==> config.mk <==
export PLATFORM = sky130hd
export DESIGN_NAME = amd_decode
export DESIGN_NICKNAME = d
export VERILOG_FILES = /design/src/hw/amd_pkg.sv /design/src/hw/amd_decode.sv
export SDC_FILE = /design/constraint.sdc
export NUM_CORES = 1
export LEC_CHECK = 0
export BUFFER_PORTS_ARGS = -buffer_cell sky130_fd_sc_hd__buf_4
export CAP_MARGIN = 10
export CORE_MARGIN = 2
export CORE_UTILIZATION = 30
export CTS_CLUSTER_DIAMETER = 150
export DETAILED_ROUTE_END_ITERATION = 6
export GPL_TIMING_DRIVEN = 0
export HOLD_SLACK_MARGIN = 0.06
export SYNTH_ARGS = -nofsm -noshare
export SYNTH_HDL_FRONTEND = slang
export SYNTH_SLANG_ARGS = --single-unit
==> constraint.sdc <==
create_clock -name clk -period 6.6 [get_ports clk]
set_clock_uncertainty 0.15 [all_clocks]
set_input_delay 0.33 -clock clk [delete_from_list [all_inputs] [get_ports clk]]
set_output_delay 0.33 -clock clk [all_outputs]
set_load 0.01 [all_outputs]
==> src/hw/amd_pkg.sv <==
// Constants, enumerations and carrier structs for the addressing mode decoder.
// Assumes an external opcode table classifies each opcode byte into mode, kind and group.
package amd_pkg;

    // ========================================================================
    // Instruction set figures
    // ========================================================================
    localparam int unsigned AMD_INSTR_COUNT = 63;
    localparam int unsigned AMD_GROUP_COUNT = 13;

    // ========================================================================
    // Prefix bytes
    // ========================================================================
    localparam logic [7:0] AMD_Y_SELECT_PREFIX     = 8'h90;
    localparam logic [7:0] AMD_INDIRECT_Y_PREFIX   = 8'h91;
    localparam logic [7:0] AMD_INDIRECT_SEL_PREFIX = 8'h92;

    // ========================================================================
    // Reset values and fixed levels
    // ========================================================================
    localparam logic [1:0] AMD_MASK_LEVEL_SET   = 2'h3;
    localparam logic [1:0] AMD_MASK_LEVEL_RESET = 2'h0;
    localparam logic [1:0] AMD_MASK_RESET_VALUE = 2'h3;
    localparam logic [2:0] AMD_LEN_ONE          = 3'h1;
    localparam logic [15:0] AMD_PTR_STEP        = 16'h0001;

    // ========================================================================
    // Addressing modes
    // ========================================================================
    typedef enum logic [3:0] {
        AMD_INH    = 4'h0,
        AMD_IMM    = 4'h1,
        AMD_DIR_S  = 4'h2,
        AMD_DIR_L  = 4'h3,
        AMD_IDX_0  = 4'h4,
        AMD_IDX_S  = 4'h5,
        AMD_IDX_L  = 4'h6,
        AMD_IND_S  = 4'h7,
        AMD_IND_L  = 4'h8,
        AMD_IIDX_S = 4'h9,
        AMD_IIDX_L = 4'ha,
        AMD_REL_D  = 4'hb,
        AMD_REL_I  = 4'hc
    } amd_mode_type;

    // ========================================================================
    // Operation kinds that matter to the decoder
    // ========================================================================
    typedef enum logic [2:0] {
        AMD_K_LONG_OK    = 3'h0,
        AMD_K_SHORT_ONLY = 3'h1,
        AMD_K_MASK_SET   = 3'h2,
        AMD_K_MASK_RESET = 3'h3,
        AMD_K_WAIT       = 3'h4,
        AMD_K_HALT       = 3'h5,
        AMD_K_OTHER      = 3'h6
    } amd_kind_type;

    // ========================================================================
    // Carriers
    // ========================================================================
    typedef struct packed {
        amd_mode_type mode;
        amd_kind_type kind;
        logic [3:0]   group;
    } amd_info_type;

    typedef struct packed {
        logic [15:0]  ea;
        logic [7:0]   imm;
        logic [15:0]  pc_target;
        logic [2:0]   length;
        amd_mode_type mode;
        logic [3:0]   group;
        logic         use_y;
        logic         has_ea;
        logic         is_imm;
        logic         is_branch;
        logic         illegal;
    } amd_result_type;

endpackage

==> src/hw/amd_decode.sv <==
// Addressing mode decoder: consumes prefix, opcode and operand bytes, fetches
// pointers from memory and delivers the effective address or branch target.
// Assumes one outstanding memory read, with data returned on rd_valid.
//
// Contract
// - Inherent instructions are one byte; no operand byte is fetched.
// - Immediate takes one byte after the opcode as the operand value.
// - Short direct takes one address byte, reaching 00 to FF.
// - Long direct takes a 16-bit address from the two following bytes.
// - Indexed address is the unsigned sum of X or Y and the offset.
// - Indexed without offset fetches nothing and uses the index alone.
// - Short indexed adds a one-byte offset; the sum reaches 1FE untruncated.
// - Long indexed adds the index to a 16-bit offset of two bytes.
// - Indirect modes read the operand address from the pointer location.
// - Short indirect reads a one-byte pointer, address within 00 to FF.
// - Long indirect forms read a 16-bit pointer from a one-byte location.
// - Indirect-indexed address is the fetched pointer plus X or Y.
// - Short indirect-indexed adds index to a byte pointer, up to 1FE.
// - Relative mode adds a sign-extended 8-bit offset to the PC.
// - Direct relative takes the displacement from the next byte.
// - Indirect relative reads the displacement from the addressed memory.
// - Clear, shift, bit, call and similar accept only short forms.
// - Load, compare, logic and arithmetic accept long and short forms.
// - Mask set places mask level 3; mask reset places level 0.
// - Wait enters low power until interrupt; halt stops the oscillator.
// - The set holds 63 instructions in 13 functional groups.
// - Y-select prefix swaps X for Y in X-based instructions.
// - Indirect-select prefix turns direct forms indirect, X indexed indirect.
// - Indirect-Y prefix turns X indirect-indexed into Y indirect-indexed.
`timescale 1ns/1ps

module amd_decode
    import amd_pkg::*;
(
    // Clock and reset
    input  wire logic           clk,
    input  wire logic           resetn,
    // Instruction byte stream
    input  wire logic           fetch_valid,
    input  wire logic [7:0]     fetch_byte,
    input  wire amd_info_type   fetch_info,
    input  wire logic [15:0]    fetch_pc,
    output logic                fetch_ready,
    // Index registers
    input  wire logic [7:0]     index_x,
    input  wire logic [7:0]     index_y,
    // Memory read port
    output logic                rd_req,
    output logic [15:0]         rd_addr,
    input  wire logic           rd_valid,
    input  wire logic [7:0]     rd_data,
    // Decoded result
    output logic                result_valid,
    output amd_result_type      result,
    // Core control
    input  wire logic           irq_pending,
    output logic [1:0]          mask_level,
    output logic                wait_mode,
    output logic                halt_mode
);

    // ========================================================================
    // State
    // ========================================================================
    typedef enum logic [4:0] {
        S_OPC   = 5'h01,
        S_OPND1 = 5'h02,
        S_OPND2 = 5'h04,
        S_MEM1  = 5'h08,
        S_MEM2  = 5'h10
    } amd_state_type;

    amd_state_type  state_reg, state_next;
    amd_mode_type   mode_reg, mode_next;
    amd_kind_type   kind_reg, kind_next;
    logic [3:0]     group_reg, group_next;
    logic           pre_y_reg, pre_y_next;
    logic           pre_ind_reg, pre_ind_next;
    logic           pre_iy_reg, pre_iy_next;
    logic           use_y_reg, use_y_next;
    logic [7:0]     idx_reg, idx_next;
    logic [7:0]     hi_reg, hi_next;
    logic [7:0]     ptr_reg, ptr_next;
    logic [2:0]     len_reg, len_next;
    logic [15:0]    pc_reg, pc_next;
    logic [1:0]     mask_reg, mask_next;
    logic           wait_reg, wait_next;
    logic           halt_reg, halt_next;
    logic           ready_reg, ready_next;
    logic           rd_req_reg, rd_req_next;
    logic [15:0]    rd_addr_reg, rd_addr_next;
    logic           res_valid_reg, res_valid_next;
    amd_result_type result_reg, result_next;

    // ========================================================================
    // Prefix remapping
    // ========================================================================
    function automatic amd_mode_type remap(input amd_mode_type m, input logic p_ind,
                                           input logic p_iy);
        amd_mode_type r;
        r = m;
        if (p_ind) begin
            case (m)
                AMD_DIR_S: r = AMD_IND_S;
                AMD_DIR_L: r = AMD_IND_L;
                AMD_IDX_S: r = AMD_IIDX_S;
                AMD_IDX_L: r = AMD_IIDX_L;
                AMD_REL_D: r = AMD_REL_I;
                default:   r = m;
            endcase
        end
        if (p_iy) begin
            case (m)
                AMD_IDX_S, AMD_IIDX_S: r = AMD_IIDX_S;
                AMD_IDX_L, AMD_IIDX_L: r = AMD_IIDX_L;
                default:               r = m;
            endcase
        end
        return r;
    endfunction

    function automatic logic is_long(input amd_mode_type m);
        return (m == AMD_DIR_L) || (m == AMD_IDX_L) || (m == AMD_IND_L) || (m == AMD_IIDX_L);
    endfunction

    // ========================================================================
    // Next state
    // ========================================================================
    logic           fin;
    logic [15:0]    ea_v;
    logic [7:0]     imm_v;
    logic [15:0]    tgt_v;
    logic           has_ea_v;
    logic           is_imm_v;
    logic           br_v;
    logic [7:0]     disp_v;
    amd_mode_type   m_v;

    always_comb begin
        state_next     = state_reg;
        mode_next      = mode_reg;
        kind_next      = kind_reg;
        group_next     = group_reg;
        pre_y_next     = pre_y_reg;
        pre_ind_next   = pre_ind_reg;
        pre_iy_next    = pre_iy_reg;
        use_y_next     = use_y_reg;
        idx_next       = idx_reg;
        hi_next        = hi_reg;
        ptr_next       = ptr_reg;
        len_next       = len_reg;
        pc_next        = pc_reg;
        mask_next      = mask_reg;
        wait_next      = wait_reg;
        halt_next      = halt_reg;
        rd_req_next    = 1'b0;
        rd_addr_next   = rd_addr_reg;
        res_valid_next = 1'b0;
        result_next    = result_reg;
        fin            = 1'b0;
        ea_v           = 16'h0000;
        imm_v          = 8'h00;
        has_ea_v       = 1'b0;
        is_imm_v       = 1'b0;
        br_v           = 1'b0;
        disp_v         = 8'h00;
        m_v            = remap(fetch_info.mode, pre_ind_reg, pre_iy_reg);

        // An interrupt ends both low power states; a new entry in the same cycle wins.
        if (irq_pending) begin
            wait_next = 1'b0;
            halt_next = 1'b0;
        end

        case (state_reg)
            S_OPC: begin
                if (fetch_valid && ready_reg) begin
                    len_next = len_reg + AMD_LEN_ONE;
                    if (len_reg == 3'h0) begin
                        pc_next = fetch_pc;
                    end
                    if (fetch_byte == AMD_Y_SELECT_PREFIX) begin
                        pre_y_next = 1'b1;
                    end else if (fetch_byte == AMD_INDIRECT_SEL_PREFIX) begin
                        pre_ind_next = 1'b1;
                    end else if (fetch_byte == AMD_INDIRECT_Y_PREFIX) begin
                        pre_iy_next = 1'b1;
                    end else begin
                        mode_next  = m_v;
                        kind_next  = fetch_info.kind;
                        group_next = fetch_info.group;
                        use_y_next = pre_y_reg || pre_iy_reg;
                        idx_next   = (pre_y_reg || pre_iy_reg) ? index_y : index_x;
                        if (m_v == AMD_INH) begin
                            fin = 1'b1;
                            case (fetch_info.kind)
                                AMD_K_MASK_SET:   mask_next = AMD_MASK_LEVEL_SET;
                                AMD_K_MASK_RESET: mask_next = AMD_MASK_LEVEL_RESET;
                                AMD_K_WAIT:       wait_next = 1'b1;
                                AMD_K_HALT:       halt_next = 1'b1;
                                default:          mask_next = mask_reg;
                            endcase
                        end else if (m_v == AMD_IDX_0) begin
                            fin      = 1'b1;
                            has_ea_v = 1'b1;
                            ea_v     = {8'h00, idx_next};
                        end else begin
                            state_next = S_OPND1;
                        end
                    end
                end
            end
            S_OPND1: begin
                if (fetch_valid && ready_reg) begin
                    len_next = len_reg + AMD_LEN_ONE;
                    case (mode_reg)
                        AMD_IMM: begin
                            fin      = 1'b1;
                            is_imm_v = 1'b1;
                            imm_v    = fetch_byte;
                        end
                        AMD_DIR_S: begin
                            fin      = 1'b1;
                            has_ea_v = 1'b1;
                            ea_v     = {8'h00, fetch_byte};
                        end
                        AMD_IDX_S: begin
                            fin      = 1'b1;
                            has_ea_v = 1'b1;
                            ea_v     = {8'h00, fetch_byte} + {8'h00, idx_reg};
                        end
                        AMD_REL_D: begin
                            fin    = 1'b1;
                            br_v   = 1'b1;
                            disp_v = fetch_byte;
                        end
                        AMD_DIR_L, AMD_IDX_L: begin
                            hi_next    = fetch_byte;
                            state_next = S_OPND2;
                        end
                        default: begin
                            ptr_next     = fetch_byte;
                            rd_req_next  = 1'b1;
                            rd_addr_next = {8'h00, fetch_byte};
                            state_next   = S_MEM1;
                        end
                    endcase
                end
            end
            S_OPND2: begin
                if (fetch_valid && ready_reg) begin
                    len_next = len_reg + AMD_LEN_ONE;
                    fin      = 1'b1;
                    has_ea_v = 1'b1;
                    if (mode_reg == AMD_IDX_L) begin
                        ea_v = {hi_reg, fetch_byte} + {8'h00, idx_reg};
                    end else begin
                        ea_v = {hi_reg, fetch_byte};
                    end
                end
            end
            S_MEM1: begin
                if (rd_valid) begin
                    case (mode_reg)
                        AMD_IND_S: begin
                            fin      = 1'b1;
                            has_ea_v = 1'b1;
                            ea_v     = {8'h00, rd_data};
                        end
                        AMD_IIDX_S: begin
                            fin      = 1'b1;
                            has_ea_v = 1'b1;
                            ea_v     = {8'h00, rd_data} + {8'h00, idx_reg};
                        end
                        AMD_REL_I: begin
                            fin    = 1'b1;
                            br_v   = 1'b1;
                            disp_v = rd_data;
                        end
                        default: begin
                            hi_next      = rd_data;
                            rd_req_next  = 1'b1;
                            rd_addr_next = {8'h00, ptr_reg} + AMD_PTR_STEP;
                            state_next   = S_MEM2;
                        end
                    endcase
                end
            end
            S_MEM2: begin
                if (rd_valid) begin
                    fin      = 1'b1;
                    has_ea_v = 1'b1;
                    if (mode_reg == AMD_IIDX_L) begin
                        ea_v = {hi_reg, rd_data} + {8'h00, idx_reg};
                    end else begin
                        ea_v = {hi_reg, rd_data};
                    end
                end
            end
            default: begin
                state_next = S_OPC;
            end
        endcase

        // Target is taken from the end of the instruction, which is the PC of the next one.
        tgt_v = pc_next + {13'h0000, len_next} + {{8{disp_v[7]}}, disp_v};

        if (fin) begin
            res_valid_next        = 1'b1;
            result_next.ea        = ea_v;
            result_next.imm       = imm_v;
            result_next.pc_target = br_v ? tgt_v : 16'h0000;
            result_next.length    = len_next;
            result_next.mode      = mode_next;
            result_next.group     = group_next;
            result_next.use_y     = use_y_next;
            result_next.has_ea    = has_ea_v;
            result_next.is_imm    = is_imm_v;
            result_next.is_branch = br_v;
            // Long forms are refused for short-only kinds; groups from 13 up are refused in every form.
            result_next.illegal   = ((kind_next == AMD_K_SHORT_ONLY) && is_long(mode_next))
                                    || (group_next >= 4'(AMD_GROUP_COUNT));
            state_next   = S_OPC;
            len_next     = 3'h0;
            pre_y_next   = 1'b0;
            pre_ind_next = 1'b0;
            pre_iy_next  = 1'b0;
        end

        // The stream stalls while low power holds, so no byte is lost on wakeup.
        ready_next = ((state_next == S_OPC) || (state_next == S_OPND1) ||
                      (state_next == S_OPND2)) && !wait_next && !halt_next;
    end

    // ========================================================================
    // Registers
    // ========================================================================
    always_ff @(posedge clk) begin
        if (!resetn) begin
            state_reg     <= S_OPC;
            mode_reg      <= AMD_INH;
            kind_reg      <= AMD_K_OTHER;
            group_reg     <= 4'h0;
            pre_y_reg     <= 1'b0;
            pre_ind_reg   <= 1'b0;
            pre_iy_reg    <= 1'b0;
            use_y_reg     <= 1'b0;
            idx_reg       <= 8'h00;
            hi_reg        <= 8'h00;
            ptr_reg       <= 8'h00;
            len_reg       <= 3'h0;
            pc_reg        <= 16'h0000;
            mask_reg      <= AMD_MASK_RESET_VALUE;
            wait_reg      <= 1'b0;
            halt_reg      <= 1'b0;
            ready_reg     <= 1'b0;
            rd_req_reg    <= 1'b0;
            rd_addr_reg   <= 16'h0000;
            res_valid_reg <= 1'b0;
            result_reg    <= '0;
        end else begin
            state_reg     <= state_next;
            mode_reg      <= mode_next;
            kind_reg      <= kind_next;
            group_reg     <= group_next;
            pre_y_reg     <= pre_y_next;
            pre_ind_reg   <= pre_ind_next;
            pre_iy_reg    <= pre_iy_next;
            use_y_reg     <= use_y_next;
            idx_reg       <= idx_next;
            hi_reg        <= hi_next;
            ptr_reg       <= ptr_next;
            len_reg       <= len_next;
            pc_reg        <= pc_next;
            mask_reg      <= mask_next;
            wait_reg      <= wait_next;
            halt_reg      <= halt_next;
            ready_reg     <= ready_next;
            rd_req_reg    <= rd_req_next;
            rd_addr_reg   <= rd_addr_next;
            res_valid_reg <= res_valid_next;
            result_reg    <= result_next;
        end
    end

    assign fetch_ready  = ready_reg;
    assign rd_req       = rd_req_reg;
    assign rd_addr      = rd_addr_reg;
    assign result_valid = res_valid_reg;
    assign result       = result_reg;
    assign mask_level   = mask_reg;
    assign wait_mode    = wait_reg;
    assign halt_mode    = halt_reg;

endmodule

Word level (Yosys, flattened, before mapping)
Index checks and enable logic that the tools add are counted.
Cells by class
  order comparisons: 1
  bitwise logic cells: 5
  $add $sub $neg: 8
  multiplexer cells: 130
  equality and inequality tests: 43
  reductions and logical operators: 36
Operator list (number)
  16-bit 2-to-1 mux: 12
  8-bit 2-to-1 mux: 18
  16-bit case mux with 5 select lines: 1
  1-bit 2-to-1 mux: 54
  5-bit 2-to-1 mux: 10
  4-bit 2-to-1 mux: 12
  4-bit == test (second input constant): 9
  9-bit case mux with 2 select lines: 2
  16-bit by 8-bit adder with 16-bit output: 2
  16-bit case mux with 2 select lines: 1
  8-bit case mux with 2 select lines: 2
  4-bit by 3-bit == test with 1-bit output (second input constant): 7
  8-bit == test (second input constant): 3
  3-bit 2-to-1 mux: 7
  4-bit by 2-bit == test with 1-bit output (second input constant): 5
  4-bit case mux with 5 select lines: 1
  5-bit case mux with 4 select lines: 1
  5-bit AND reduction: 4
  8-bit by 8-bit adder with 9-bit output: 2
  9-bit 2-to-1 mux: 2
  16-bit adder: 1
  16-bit by 3-bit adder with 16-bit output: 1
  2-bit OR reduction: 7
  5-bit by 1-bit == test with 1-bit output (second input constant): 2
  31 further kinds: 57
Storage, ports and cells
  register bits after elaboration: 142
  output and inout bits: 79
  word-level logic and storage cells: 254
  input port bits: 64

Longest topological paths before layout
  depth after elaboration: 18
  gate-level depth with buffers: 16
  depth with buffers taken out: 15

Least setup slack after synthesis
No wires, ideal clock.
  path type: reg-to-reg
  start: reg state_reg[2]
  end: reg result_reg (netlist bit result[28])
  arrival time: 4.471 ns
  stages on the path, launching flop included: 14
  setup time: 0.117 ns
  slack: 1.861 ns
  buffers on the path: 1
  required time: 6.333 ns
  period minus slack after synthesis: 4.739 ns
  cells stage by stage: dfxtp_1 or3_4 nor4_2 clkbuf_1 mux2_2 fa_1 ha_1 a211oi_1 o21ai_0 a2111oi_0 nor3b_1 o41ai_1 mux2i_1 nand2_1
On the way
  elaborated cells between the ends (all ways): 14
  those cells by class: add/sub (2); eq/ne (5); mux (6); reduce/logical (1)
RTL lines
  start: declaration: line amd_decode.sv:73  | amd_state_type state_reg, state_next;
  start signal: assignment: line amd_decode.sv:362  | state_reg <= state_next;
  5-bit by 1-bit == test with 1-bit output: line amd_decode.sv:175  | case (state_reg)
  16-bit 2-to-1 mux: line amd_decode.sv:175
  net pc_next[2]: line amd_decode.sv:85  | logic [15:0] pc_reg, pc_next;
  16-bit by 3-bit adder with 16-bit output: line amd_decode.sv:306  | tgt_v = pc_next + {13'h0000, len_next} + {{8{disp_v[7]}}, disp_v};
  16-bit adder: line amd_decode.sv:306
  16-bit 2-to-1 mux: line amd_decode.sv:312  | result_next.pc_target = br_v ? tgt_v : 16'h0000;
  end signal: assignment: line amd_decode.sv:382  | result_reg <= result_next;
  end: declaration: line amd_decode.sv:93  | amd_result_type result_reg, result_next;
The timed path passes the listed nets, and every way through them passes these cells.
A chain may end at the register's enable or synchronous reset.

Worst setup path in the final report
Ends and elaborated chain as after synthesis.

==> metrics.txt <==
Critical Path Source Type=flip-flop; clock tree from TritonCTS=built; share of synthesized area occupied by flip-flops and latches=0.346; core region area=25300 sq um; leading cell types in the layout, fill and taps excluded=buf_4, dfxtp_1, nor2_1; number of pins with negative max-slew slack in the final report=0; Pwr Density=216 nW/um^2; cell at the slowest stage of the critical path=nor4_2; outcome=completed; logic depth of the worst register-to-register path=13; final period utilization=0.847; highest cell delay on the worst timing path=roughly 0.74 ns; sum of routed wire length over all layers=26200 microns; setup repair after global routing missed its margin=false; total congestion overflow=0; antenna violations before repair=0; wire length of the first global-routing pass=39900 microns; # clock sinks=134; Bufs on Longest Clock Path=2; distinct cell type count of the synthesized netlist=71; antenna fix cells=0; leading cell type in the layout, fill and taps excluded=buf_4; DIE AREA=27100 sq um; warnings from Yosys=0; hold path cells=3; worst skew pair latency=between 0.4 and 0.5 ns; Worst-path clk slew=about 0.06 ns; Slew headroom=0.289; Worst Setup Slack, final=just over 1 ns; Post-CTS Setup Inserts=0; max FFs per register=56; count of final hold-check violations=0; final setup violation count=0; end of the worst register-to-register path=result[28]$_SDFFE_PN0P_; number of enable flip-flop cells after synthesis=0; chip height=165 microns; DRT Pass-1 Iters=6; Syn Std Cell Area=7750 sq um; clock tree root driver cell=clkbuf_16; routed via count divided by cell count=5.25; largest net degree at the start of global routing=17; worst path required time=6.77 ns; number of nets with antenna violations after detailed routing=0; worst setup path class=reg -> reg; routed length per instance=18.4 microns; detailed placer's ending HPWL=approximately 20000 microns; minimum setup slack among reg-to-reg paths=roughly 1.0 ns; width of the die=165 microns; classification of the worst-slack hold path=in -> reg; vias post-DR=7472; area growth from synthesis to layout=27.4%; mean cell area of the mapped netlist=8.51 sq um; number of design-rule violations left by the first detailed-router iteration=just under 700; CP Cell Sequence=or3_4, nor4_2, clkbuf_1, mux2_2, fa_1, ha_1, a211oi_1, o21ai_0, a2111oi_0, nor3b_1, o41ai_1, mux2i_1, nand2_1; total number of nets in the final design=1194; count of H-tree levels built during CTS=4; Most used DFF post-synth=dfxtp_1; start point of the worst hold path=rd_data[0]; cell count after synthesis=~900; TritonCTS Buffers=17; worst-path fanout max=10; fraction of layout cells with a size suffix above 1=0.192; Residual DRC=0; maximum achievable frequency=179 MHz; kind of end point of the critical path=flip-flop; routability congestion estimate from global placement=0.929; number of global-route vias before repair=7175; row count=58; gr usage total=0.193; largest voltage drop on the vdd net=0.139 mV; starting density of the core=0.307; worst slack, placed=slightly above 1 ns; Final TNS setup=0 ns; terminating pin of the worst hold path=hi_reg[0]$_SDFFE_PN0P_; Port-buffer cells=approximately 130; reg-to-reg startpoint=state_reg[2]$_SDFF_PN0_; total power after layout=2.13 mW; Slew @ Worst Pin=1.06 ns; number of max-cap violations=0; arrival time of the worst setup path=5.75 ns; Post-synth ARST share=0; top-level I/O count=approximately 140; post-synthesis register bit count=134; time the final worst path needs with I/O delays and setup=5.59 ns; LEAKAGE=around 4.4 nW
-- cells by family after synthesis --
logic type,count (synthesis),share of synthesized area
flops,134,0.346
simple gates,332,0.211
xor+xnor,34,0.0384
mux,42,0.0571
compound gates,240,0.216
buf+inv,77,0.0429
other cells,1,0.000484
fa+ha+maj,51,0.0881
-- what timing repair did --
action,4_1_cts,5_1_grt
hold buffers,8,0
hold endpoints to repair,9,0
resized for setup,0,0
-- report_power, final --
part | switching [mW] | total [mW] | internal [mW]
combinational | 0.184 | 0.316 | 0.132
sequential | 0.0124 | 0.841 | 0.829
clock | 0.396 | 0.977 | 0.581
-- metrics by stage --
step / std cells / instance area, sq um / util / hold WS [ns]
finish: 1422 / 9880 / 0.391 / 0.0817
global route: 1422 / 9880 / 0.391 / 0.0893
CTS: 1422 / 9880 / 0.391 / 0.0708
detailed placement: 1382 / 9200 / 0.364 / 0.291
global placement: 1381 / 9190 / 0.364 / 0.287
floorplan: 917 / 7770 / - / 0.282
-- critical path, delay by kind of cell, from the launching register on --
family,cells,cell delay [ns]
AO/OA/AOI/OAI,4,1.52
flip-flops,1,0.37
AND/OR/NAND/NOR,4,1.38
buffers and inverters,1,0.49
multiplexers,2,0.69
adder cells (fa/ha/maj),2,0.87
-- area by class of cell --
| class | instances | area, sq um |
|---|---|---|
| plain buffers | 55 | 250 |
| multi-input cells | 706 | 4760 |
| flip-flops and latches | 134 | 2680 |
| clock inverters | 13 | 144 |
| fillers | 2601 | 15400 |
| well taps | 330 | 413 |
| inverters | 22 | 82.6 |
| repair buffers | 143 | 1090 |
| clock buffers | 19 | 453 |
-- routing by layer --
layer | up-vias | GRT usage | wire length, microns
met5 | - | 0 | 0
met4 | 0 | 0.0585 | 585
li1 | 3675 | - | -
met1 | 3493 | 0.259 | 11900
met3 | 36 | 0.0352 | 1720
met2 | 268 | 0.314 | 12000
-- synth_stat cells (all sizes together), types with 9 or more instances --
master    n  area share
nor2     96       0.046
a211oi   27       0.026
buf      14       0.012
and3      9      0.0073
xor2     12       0.014
inv      22       0.011
ha       45       0.073
o211ai   11       0.011
mux2i    24       0.031
nor3     23       0.017
a31oi    23       0.019
mux2     18       0.026
nand2    87       0.042
a21o     11       0.011
and2     27       0.022
nand3    36       0.023
clkbuf   41       0.020
xnor2    22       0.025
o21ai    33       0.021
dfxtp   134        0.35
a22o     30       0.034
a21oi    49       0.032
-- worst max-delay path by stage --
stage / endpoint / depth (start not counted) / start / slack [ns]
floorplan: result[28]$_SDFFE_PN0P_ / 13 / state_reg[2]$_SDFF_PN0_ / 1.86
global placement: result[28]$_SDFFE_PN0P_ / 13 / state_reg[2]$_SDFF_PN0_ / 1.02
detailed placement: result[28]$_SDFFE_PN0P_ / 13 / state_reg[2]$_SDFF_PN0_ / 1.03
CTS: result[28]$_SDFFE_PN0P_ / 13 / state_reg[2]$_SDFF_PN0_ / 0.93
global route: result[28]$_SDFFE_PN0P_ / 13 / state_reg[3]$_SDFF_PN0_ / 0.49
finish: result[28]$_SDFFE_PN0P_ / 13 / state_reg[2]$_SDFF_PN0_ / 1.01
Power figures use the tool's default switching activity.
